$ cat src/rtl/qbp_pkg.sv
// qbp_pkg: shared types and constants for the quasi-bidirectional port block
// assumes a single core clock that also serves as the oscillator period base
package qbp_pkg;

   // widths of the two ports
   localparam int EIGHT_W = 8;
   localparam int TWO_W   = 2;

   // clock and timing figures, times in ns
   localparam int CLK_NS        = 40;
   localparam int OSC_PERIOD_NS = 40;
   localparam int ASSIST_OSC    = 2;
   localparam int ASSIST_NS     = ASSIST_OSC * OSC_PERIOD_NS;
   // least time, so round up
   localparam int ASSIST_CLKS   = (ASSIST_NS + CLK_NS - 1) / CLK_NS;

   // reset pin qualification: machine cycles held high
   localparam int MC_CLKS       = 12;
   localparam int RST_MC        = 2;
   localparam int RST_HOLD_CLKS = MC_CLKS * RST_MC;

   // latch reset value: all ones, pins start as inputs
   localparam logic [7:0] LATCH_RST = 8'hFF;
   // bits whose alternate output ignores the latch (serial transmit)
   localparam logic [7:0] ALT_EXEMPT_8 = 8'h02;
   // eight-bit port bit positions
   localparam int B_RXD  = 0;
   localparam int B_TXD  = 1;
   localparam int B_IRQ0 = 2;
   localparam int B_IRQ1 = 3;
   localparam int B_CNT0 = 4;
   localparam int B_CNT1 = 5;
   // two-bit port bit positions
   localparam int B_CTX  = 0;
   localparam int B_CRX  = 1;
   // port select codes
   localparam logic PSEL_EIGHT = 1'b0;
   localparam logic PSEL_TWO   = 1'b1;

   // one cpu access to the port latches
   typedef struct packed {
      logic       wr;
      logic       rd_latch;
      logic       rd_pin;
      logic       bit_wr;
      logic       port_sel;
      logic [2:0] bit_idx;
      logic       bit_val;
      logic [7:0] wdata;
   } qbp_cpu_req_t;

   // answer to a read
   typedef struct packed {
      logic       valid;
      logic [7:0] data;
   } qbp_cpu_rsp_t;

   // operation chosen after priority
   typedef enum logic [3:0] {
      OP_NONE   = 4'h0,
      OP_BITWR  = 4'h1,
      OP_WR     = 4'h2,
      OP_RDLAT  = 4'h4,
      OP_RDPIN  = 4'h8
   } qbp_op_t;

endpackage

$ cat src/rtl/qbp_bit.sv
// qbp_bit: one quasi-bidirectional port line with latch, pin sync and pull-ups
// assumes the pad resolves pin_out/pin_oe with a weak pull-up switched by pu_weak
`timescale 1ns/1ps
module qbp_bit #(
   parameter int ASSIST_CLKS = qbp_pkg::ASSIST_CLKS
) (
   input  wire logic clk,
   input  wire logic arst_n,
   input  wire logic port_rst,
   input  wire logic wr_en,
   input  wire logic wr_val,
   input  wire logic alt_out,
   input  wire logic exempt,
   input  wire logic analog_off,
   input  wire logic pin_in,
   output logic      latch,
   output logic      pin_sync,
   output logic      pin_out,
   output logic      pin_oe,
   output logic      pu_weak
);
   localparam int AW = $clog2(ASSIST_CLKS + 1);

   logic          meta;
   logic [AW-1:0] assist;
   wire           rise      = wr_en & wr_val & ~latch;
   // latch one lets the alternate output decide the level
   wire           drive_val = exempt ? alt_out : (latch & alt_out);
   wire           assist_on = (assist != '0);

   // latch, reset to one so the line is an input
   always_ff @(posedge clk or negedge arst_n) begin
      if (!arst_n)       latch <= 1'b1;
      else if (port_rst) latch <= 1'b1;
      else if (wr_en)    latch <= wr_val;
   end

   // strong assist after a zero-to-one latch change, never in reset
   always_ff @(posedge clk or negedge arst_n) begin
      if (!arst_n)        assist <= '0;
      else if (port_rst)  assist <= '0;
      else if (rise)      assist <= AW'(ASSIST_CLKS);
      else if (assist_on) assist <= assist - AW'(1);
   end

   // pin read path through two flops
   always_ff @(posedge clk or negedge arst_n) begin
      if (!arst_n) begin
         meta     <= 1'b1;
         pin_sync <= 1'b1;
      end else begin
         meta     <= pin_in;
         pin_sync <= meta;
      end
   end

   // pad controls; a one only drives while the assist runs
   always_ff @(posedge clk or negedge arst_n) begin
      if (!arst_n) begin
         pin_out <= 1'b1;
         pin_oe  <= 1'b0;
         pu_weak <= 1'b1;
      end else begin
         pin_out <= drive_val & ~port_rst;
         pin_oe  <= ~drive_val | (assist_on & ~port_rst);
         pu_weak <= ~analog_off;
      end
   end
endmodule

$ cat src/rtl/qbp_ports.sv
// qbp_ports: latch logic of the eight-bit and two-bit quasi-bidirectional ports
// assumes the cpu issues one access per cycle and pins are asynchronous
//
// Functional notes
// - eight-bit port, per-bit latch, read and pull-up
// - two-bit port built from the same cell
// - latch one releases the low drive
// - alternate functions need latch one, transmit exempt
// - bit0 serial receive, bit1 transmit, 6-7 plain
// - bits 2-5 feed interrupts, gates and counters
// - two-bit port carries can transmit and receive
// - reset pin needs two machine cycles high
// - write strobe loads bus data into latches
// - separate read-latch and read-pin paths
// - read-modify-write reads the latch, not pin
// - bit ops rewrite the whole latch byte
// - latch one turns off the pull-down drive
// - set latch lets alternate output steer pin
// - every line independently input or output
// - pull-up can be cut for analog use
// - reset loads ones into every latch
// - two-period strong assist after latch rise
`timescale 1ns/1ps
module qbp_ports #(
   parameter int           EIGHT_W     = qbp_pkg::EIGHT_W,
   parameter int           TWO_W       = qbp_pkg::TWO_W,
   parameter int           RST_HOLD    = qbp_pkg::RST_HOLD_CLKS,
   parameter int           ASSIST_CLKS = qbp_pkg::ASSIST_CLKS,
   parameter bit           ANALOG_CAP  = 1'b0,
   parameter logic [7:0]   ALT_EXEMPT  = qbp_pkg::ALT_EXEMPT_8
) (
   input  wire logic                  clk,
   input  wire logic                  arst_n,
   input  wire logic                  rst_pin,
   // cpu side
   input  wire qbp_pkg::qbp_cpu_req_t cpu_req,
   output qbp_pkg::qbp_cpu_rsp_t      cpu_rsp,
   output logic                       core_rst,
   // analog select, only honoured on an analog-capable build
   input  wire logic [EIGHT_W-1:0]    analog_sel,
   // alternate function outputs toward the pins
   input  wire logic                  uart_rxd_drive,
   input  wire logic                  uart_txd_out,
   input  wire logic                  can_tx_line,
   // alternate function inputs from the pins
   output logic                       uart_rxd_in,
   output logic                       ext_irq0_in,
   output logic                       ext_irq1_in,
   output logic                       timer0_gate_in,
   output logic                       timer1_gate_in,
   output logic                       timer0_count_in,
   output logic                       timer1_count_in,
   output logic                       can_rx_line,
   // latch contents
   output logic [EIGHT_W-1:0]         eight_bit_port,
   output logic [TWO_W-1:0]           two_bit_port,
   // eight-bit port pads
   input  wire logic [EIGHT_W-1:0]    p8_in,
   output logic [EIGHT_W-1:0]         p8_out,
   output logic [EIGHT_W-1:0]         p8_oe,
   output logic [EIGHT_W-1:0]         p8_pu_weak,
   // two-bit port pads
   input  wire logic [TWO_W-1:0]      p2_in,
   output logic [TWO_W-1:0]           p2_out,
   output logic [TWO_W-1:0]           p2_oe,
   output logic [TWO_W-1:0]           p2_pu_weak
);

   logic               port_rst;
   logic [EIGHT_W-1:0] sync8;
   logic [TWO_W-1:0]   sync2;
   qbp_pkg::qbp_op_t   op;

   // reset pin qualification
   qbp_rst_filter #(
      .HOLD_CLKS (RST_HOLD)
   ) u_rst (
      .clk      (clk),
      .arst_n   (arst_n),
      .rst_pin  (rst_pin),
      .port_rst (port_rst)
   );

   // op priority: bit write, byte write, latch read, pin read
   assign op = cpu_req.bit_wr   ? qbp_pkg::OP_BITWR :
               cpu_req.wr       ? qbp_pkg::OP_WR    :
               cpu_req.rd_latch ? qbp_pkg::OP_RDLAT :
               cpu_req.rd_pin   ? qbp_pkg::OP_RDPIN :
                                  qbp_pkg::OP_NONE;

   // port decode
   wire sel8 = (cpu_req.port_sel == qbp_pkg::PSEL_EIGHT);
   wire sel2 = (cpu_req.port_sel == qbp_pkg::PSEL_TWO);

   // latch bytes as the cpu sees them, upper bits zero
   wire [7:0] lat8_byte = 8'(eight_bit_port);
   wire [7:0] lat2_byte = 8'(two_bit_port);
   wire [7:0] pin8_byte = 8'(sync8);
   wire [7:0] pin2_byte = 8'(sync2);
   wire [7:0] lat_byte  = sel8 ? lat8_byte : lat2_byte;
   wire [7:0] pin_byte  = sel8 ? pin8_byte : pin2_byte;

   // bit op: take the whole latch byte, change one bit
   wire [7:0] bit_mask  = 8'h01 << cpu_req.bit_idx;
   wire [7:0] bit_byte  = (lat_byte & ~bit_mask) |
                          (cpu_req.bit_val ? bit_mask : 8'h00);
   // a bit index past the port width changes nothing
   wire       bit_ok    = sel8 ? 1'b1 : (32'(cpu_req.bit_idx) < TWO_W);

   // write data and strobes for the latches
   wire       do_wr     = (op == qbp_pkg::OP_WR) |
                          ((op == qbp_pkg::OP_BITWR) & bit_ok);
   wire [7:0] wr_byte   = (op == qbp_pkg::OP_BITWR) ? bit_byte : cpu_req.wdata;
   wire       wr8       = do_wr & sel8 & ~port_rst;
   wire       wr2       = do_wr & sel2 & ~port_rst;

   // alternate outputs; idle functions sit at one so the latch rules
   wire [EIGHT_W-1:0] alt8;
   wire [TWO_W-1:0]   alt2;
   wire [EIGHT_W-1:0] exempt8 = EIGHT_W'(ALT_EXEMPT);

   generate
      for (genvar i = 0; i < EIGHT_W; i++) begin : g_alt8
         if (i == qbp_pkg::B_RXD) begin : g_rxd
            assign alt8[i] = uart_rxd_drive;
         end else if (i == qbp_pkg::B_TXD) begin : g_txd
            assign alt8[i] = uart_txd_out;
         end else begin : g_plain
            assign alt8[i] = 1'b1;
         end
      end
      for (genvar j = 0; j < TWO_W; j++) begin : g_alt2
         if (j == qbp_pkg::B_CTX) begin : g_ctx
            assign alt2[j] = can_tx_line;
         end else begin : g_crx
            assign alt2[j] = 1'b1;
         end
      end
   endgenerate

   // analog disconnect only where the port can be analog
   wire [EIGHT_W-1:0] ana_off = ANALOG_CAP ? analog_sel : '0;

   // eight-bit port lines
   generate
      for (genvar i = 0; i < EIGHT_W; i++) begin : g_p8
         qbp_bit #(
            .ASSIST_CLKS (ASSIST_CLKS)
         ) u_bit (
            .clk        (clk),
            .arst_n     (arst_n),
            .port_rst   (port_rst),
            .wr_en      (wr8),
            .wr_val     (wr_byte[i]),
            .alt_out    (alt8[i]),
            .exempt     (exempt8[i]),
            .analog_off (ana_off[i]),
            .pin_in     (p8_in[i]),
            .latch      (eight_bit_port[i]),
            .pin_sync   (sync8[i]),
            .pin_out    (p8_out[i]),
            .pin_oe     (p8_oe[i]),
            .pu_weak    (p8_pu_weak[i])
         );
      end
   endgenerate

   // two-bit port lines, same cell
   generate
      for (genvar j = 0; j < TWO_W; j++) begin : g_p2
         qbp_bit #(
            .ASSIST_CLKS (ASSIST_CLKS)
         ) u_bit (
            .clk        (clk),
            .arst_n     (arst_n),
            .port_rst   (port_rst),
            .wr_en      (wr2),
            .wr_val     (wr_byte[j]),
            .alt_out    (alt2[j]),
            .exempt     (1'b0),
            .analog_off (1'b0),
            .pin_in     (p2_in[j]),
            .latch      (two_bit_port[j]),
            .pin_sync   (sync2[j]),
            .pin_out    (p2_out[j]),
            .pin_oe     (p2_oe[j]),
            .pu_weak    (p2_pu_weak[j])
         );
      end
   endgenerate

   // read answer: latch path or pin path
   wire       rd_any  = (op == qbp_pkg::OP_RDLAT) | (op == qbp_pkg::OP_RDPIN);
   wire [7:0] rd_data = (op == qbp_pkg::OP_RDLAT) ? lat_byte : pin_byte;

   always_ff @(posedge clk or negedge arst_n) begin
      if (!arst_n) begin
         cpu_rsp <= '0;
      end else begin
         cpu_rsp.valid <= rd_any & ~port_rst;
         cpu_rsp.data  <= rd_any ? rd_data : 8'h00;
      end
   end

   // alternate inputs need a one in the latch; gating keeps a
   // low-driven line from posing as an external event
   wire [EIGHT_W-1:0] in8 = sync8 & eight_bit_port;
   wire [TWO_W-1:0]   in2 = sync2 & two_bit_port;

   // alternate inputs registered so every output is a flop
   always_ff @(posedge clk or negedge arst_n) begin
      if (!arst_n) begin
         uart_rxd_in     <= 1'b1;
         ext_irq0_in     <= 1'b1;
         ext_irq1_in     <= 1'b1;
         timer0_gate_in  <= 1'b1;
         timer1_gate_in  <= 1'b1;
         timer0_count_in <= 1'b1;
         timer1_count_in <= 1'b1;
         can_rx_line     <= 1'b1;
      end else begin
         uart_rxd_in     <= in8[qbp_pkg::B_RXD];
         ext_irq0_in     <= in8[qbp_pkg::B_IRQ0];
         ext_irq1_in     <= in8[qbp_pkg::B_IRQ1];
         timer0_gate_in  <= in8[qbp_pkg::B_IRQ0];
         timer1_gate_in  <= in8[qbp_pkg::B_IRQ1];
         timer0_count_in <= in8[qbp_pkg::B_CNT0];
         timer1_count_in <= in8[qbp_pkg::B_CNT1];
         can_rx_line     <= in2[qbp_pkg::B_CRX];
      end
   end

   // qualified reset out to the core
   always_ff @(posedge clk or negedge arst_n) begin
      if (!arst_n) core_rst <= 1'b1;
      else         core_rst <= port_rst;
   end

endmodule

$ cat src/rtl/qbp_rst_filter.sv
// qbp_rst_filter: qualifies the active-high reset pin by its hold time
// assumes the pin is asynchronous to clk; arst_n is the power-on reset
`timescale 1ns/1ps
module qbp_rst_filter #(
   parameter int HOLD_CLKS = qbp_pkg::RST_HOLD_CLKS
) (
   input  wire logic clk,
   input  wire logic arst_n,
   input  wire logic rst_pin,
   output logic      port_rst
);
   localparam int CW = $clog2(HOLD_CLKS + 1);

   logic          sync1;
   logic          sync2;
   logic [CW-1:0] cnt;
   wire           held = (cnt == CW'(HOLD_CLKS - 1));

   // two flops before anything looks at the pin
   always_ff @(posedge clk or negedge arst_n) begin
      if (!arst_n) begin
         sync1 <= 1'b0;
         sync2 <= 1'b0;
      end else begin
         sync1 <= rst_pin;
         sync2 <= sync1;
      end
   end

   // a short glitch restarts the count and never resets
   always_ff @(posedge clk or negedge arst_n) begin
      if (!arst_n) begin
         cnt      <= '0;
         port_rst <= 1'b1;
      end else if (!sync2) begin
         cnt      <= '0;
         port_rst <= 1'b0;
      end else if (held) begin
         port_rst <= 1'b1;
      end else begin
         cnt <= cnt + CW'(1);
      end
   end
endmodule

$ cat config.mk
export PLATFORM = sky130hd
export DESIGN_NAME = qbp_ports
export DESIGN_NICKNAME = d
export VERILOG_FILES = /design/src/rtl/qbp_pkg.sv /design/src/rtl/qbp_bit.sv /design/src/rtl/qbp_ports.sv /design/src/rtl/qbp_rst_filter.sv
export SDC_FILE = /design/constraint.sdc
export NUM_CORES = 1
export LEC_CHECK = 0
export BUFFER_PORTS_ARGS = -buffer_cell sky130_fd_sc_hd__buf_2
export CORE_ASPECT_RATIO = 1.4
export CORE_UTILIZATION = 43
export CTS_BUF_LIST = sky130_fd_sc_hd__clkbuf_16
export DETAILED_ROUTE_END_ITERATION = 10
export PLACE_DENSITY = 0.63
export SLEW_MARGIN = 5
export SYNTH_ARGS = -nofsm -noshare
export SYNTH_HDL_FRONTEND = slang
export SYNTH_HIERARCHICAL = 1
export SYNTH_SLANG_ARGS = --single-unit
$ cat constraint.sdc
create_clock -name clk -period 2.9 [get_ports clk]
set_clock_uncertainty 0.15 [all_clocks]
set_input_delay 0.145 -clock clk [delete_from_list [all_inputs] [get_ports clk]]
set_output_delay 0.145 -clock clk [all_outputs]
set_load 0.05 [all_outputs]
==> out/qor.yml <==
run_status:
  outcome: "complete, no violations"
cells_and_area:
  diodes: 0
  final_nets: 553
  drive_gt1_frac: 0.393
  area_growth_syn_to_layout_pct: 25.0
  fill_cells: 901
  stdcell_area_um2: 5490
place:
  gp_congestion: 0.724
  portBuffers: 90
  place_area_um2: 5080
  dp_hpwl_mm: 5.81
timing:
  hold_viol: 0
  timing.fmax_mhz: 529
  setup_viol: 0
  timing.final.crit_share: 0.651
  min_period_ns: 1.89
  worst-slew-pin-transition_ns: 0.906
  grt_setup_unrepaired: "no"
  tns_ns: 0
  maxSlewViolCount: 0
  timing.slew.headroom: 0.390
drt:
  drt-pass1-iter-count: 4
  drtAntennaViolNets: 0
  via_per_inst: 4.60
  drt_iter0_drc: 164
  wl_per_cell_um: 13.2
  via_count: 2947
  met1_length_mm: 3.77
  drc: 0
  finalWirelength_mm: 8.45
  highest_layer: "met4"
  wl_met3_um: 391
  dr_wl_met2_mm: 4.17
pwr:
  combPwrFrac: 0.354
  p_switching_mw: 1.49
  p_per_area_nw_per_um2: 830
  pwr-share-clk: 0.230
  ir_worst_vdd_v: 0.000414
  swShare: 0.327
  leakagePower_nw: 2.67
  p_int_mw: 3.07
  seqPwrFrac: 0.415
die:
  ios: 99
  die_x_um: 87.4
  fp-row-count: 43
  core_um2: 9900
  die_area_um2: 10600
  start_util: 0.443
  die_y_um: 122
grt:
  grt_max_degree: 62
  antenna_found_initial: 1
  grt_pass1_vias: 2923
  grt_overflow: 0
  grt_first_pass_wirelength_mm: 14.0
  grt_util_all_layers: 0.175
logic_synthesis:
  synth_top_area_cell: "dfstp_2"
  yosys.cell_types.count: 39
  syn_area_um2: 4390
  yosys-top-cells-count: "58 x dfstp_2, 46 x dfrtp_1, 31 x nor2_1, 24 x inv_1, 23 x nand2_1"
  synth-edff-count: 0
  seq_area_frac_synth: 0.609
  yosys_warnings: 6
  ys.flop_type: "dfstp_2"
  synth_top_area_share: 0.347
  postSynthRegisterBits: 104
  synth_area_leaders: "dfstp_2 35%, dfrtp_1 26%, mux2_4 3.4%, ha_1 3.1%, nor2_1 2.7%"
  avgSynthCellArea_um2: 12.0
  synthArstFlopShare: 1.00
  yosysMostFrequentCell: "dfstp_2"
  synthCells: 366
worst_hold_path:
  hold_path.class: "input port to flop"
worst_setup_path:
  cpPeakStageDelay_ns: 0.91
  cp-start-kind: "flop"
  crit_buf_inv: 1
  cp.arrival_ns: 2.00
  path_cells: "nor3_2, buf_4, nand3b_1, nand2_1, nor2_1"
  crit_family: "flip-flops"
  crit_path_max_fanout: 29
  cp_data_required_time_ns: 3.01
  end_kind: "flop"
  crit_type: "flop to flop"
  critPathSlowestCell: "dfstp_2"
cts:
  ctsResizeCount: 0
  clk_pin_slew_worst_paths_ns: 0.06
  cts_root_buffer: "clkbuf_16"
  cts_sinks: 104
  htreeDepth: 3
  clock_path_buffers: 2
  worstSkewPairLatency_ns: 0.33
  cts_buffers: 9
  cts_tree: "built"
run:
  drv_cap: 0
## stage by stage
step | util | hold slack [ns] | cells | worst slack [ns] | total power [mW]
2_1_floorplan | - | -0.301 | 391 | 0.245 | 3.21
3_3_place_gp | 0.513 | 0.0995 | 610 | 1.05 | 3.43
3_5_place_dp | 0.513 | 0.101 | 610 | 1.02 | 3.50
4_1_cts | 0.554 | 0.0510 | 641 | 1.00 | 4.61
5_1_grt | 0.554 | 0.0679 | 641 | 0.827 | 4.85
6_report | 0.554 | 0.0542 | 641 | 1.01 | 4.55
## routing by layer
metal / vias up / global-route usage
li1: 1455 / -
met1: 1415 / 0.233
met2: 66 / 0.278
met3: 11 / 0.0461
met4: 0 / 0.0615
met5: - / 0
## flip-flops by register name (all words and copies together), names as in the netlist, 2 cells and up
| signal | count |
|---|---|
| g_p8.u_bit/assist | 16 |
| cpu_rsp | 9 |
| g_p8.u_bit/latch | 8 |
| g_p8.u_bit/meta | 8 |
| g_p8.u_bit/pin_oe | 8 |
| g_p8.u_bit/pin_out | 8 |
| g_p8.u_bit/pin_sync | 8 |
| g_p8.u_bit/pu_weak | 8 |
| u_rst/cnt | 5 |
| g_p2.u_bit/assist | 4 |
| g_p2.u_bit/latch | 2 |
| g_p2.u_bit/meta | 2 |
| g_p2.u_bit/pin_oe | 2 |
| g_p2.u_bit/pin_out | 2 |
| g_p2.u_bit/pin_sync | 2 |
| g_p2.u_bit/pu_weak | 2 |
## final timing paths
path	start	to	slack (ns)	depth (start not counted)
max	u_rst/port_rst	g_p8[5].u_bit/assist[0]	1.01	5
min	cpu_req[14]	cpu_rsp[8]	0.05	3
max reg2reg	u_rst/port_rst	g_p8[5].u_bit/assist[0]	1.01	5
min reg2reg	g_p2[1].u_bit/meta	g_p2[1].u_bit/pin_sync	0.21	0
max in group asynchronous	arst_n	g_p2[0].u_bit/latch	1.44	3
min in group asynchronous	arst_n	u_rst/sync2	0.28	2
## power by group through the flow
| stage | Combinational [mW] | Sequential (mW) | Clock (mW) |
|---|---|---|---|
| 3_3_place_gp | 1.52 | 1.91 | 0 |
| 4_1_cts | 1.63 | 1.90 | 1.09 |
| 5_1_grt | 1.77 | 1.92 | 1.15 |
| 3_5_place_dp | 1.58 | 1.92 | 0 |
| 6_report | 1.61 | 1.89 | 1.05 |
| 2_1_floorplan | 1.02 | 2.18 | 0 |
## placed cells by master, fill, tap and decap left out, types with 2 or more instances in the layout
master,count
a211o_1,10
a211oi_1,2
a21oi_1,13
a21oi_2,10
a31oi_1,2
and2_1,8
buf_2,89
buf_4,5
clkbuf_16,9
clkinv_1,2
clkinv_2,2
conb_1,27
dfrtp_1,46
dfstp_2,58
dlygate4sd3_1,15
ha_1,11
inv_1,26
inv_2,10
mux2_2,2
mux2_4,10
mux2i_1,8
nand2_1,23
nand3_1,4
nand3b_1,14
nor2_1,31
nor2b_1,15
nor3b_1,4
o21ai_0,4
o21ai_1,10
o21bai_1,10
o22ai_1,2
o41ai_1,2
xnor2_1,12
## final cells by class
| type | instances | area [um2] | share of cell area |
|---|---|---|---|
| inverter | 34 | 128 | 0.0233 |
| timing repair buffer | 109 | 633 | 0.115 |
| tap | 135 | 169 | 0.0308 |
| clock buffer | 9 | 225 | 0.0410 |
| multi-input combinational | 243 | 1630 | 0.296 |
| clock inverter | 7 | 32.5 | 0.00593 |
| sequential | 104 | 2680 | 0.487 |
## cell families (layout without fill, tap and decap cells)
logic type | count (synthesis) | count (layout) | share of synthesized area
mux | 20 | 20 | 0.0576
xor+xnor | 13 | 13 | 0.0259
simple gates | 106 | 106 | 0.129
fa+ha+maj | 11 | 11 | 0.0314
compound gates | 66 | 66 | 0.103
other cells | 2 | 27 | 0.00171
buf+inv | 44 | 159 | 0.0428
flops | 104 | 104 | 0.609
## tightest hold or removal path, stage by stage
cell     delay [ns]
buf_2          0.08
o21ai_0        0.15
nor2_1         0.12
## repair_timing
item                                   4_1_cts  5_1_grt
hold buffers                                15        0
setup buffers                                0        0
endpoints found under the hold margin       45        0
No activity file was read; power rests on OpenSTA's default activity.
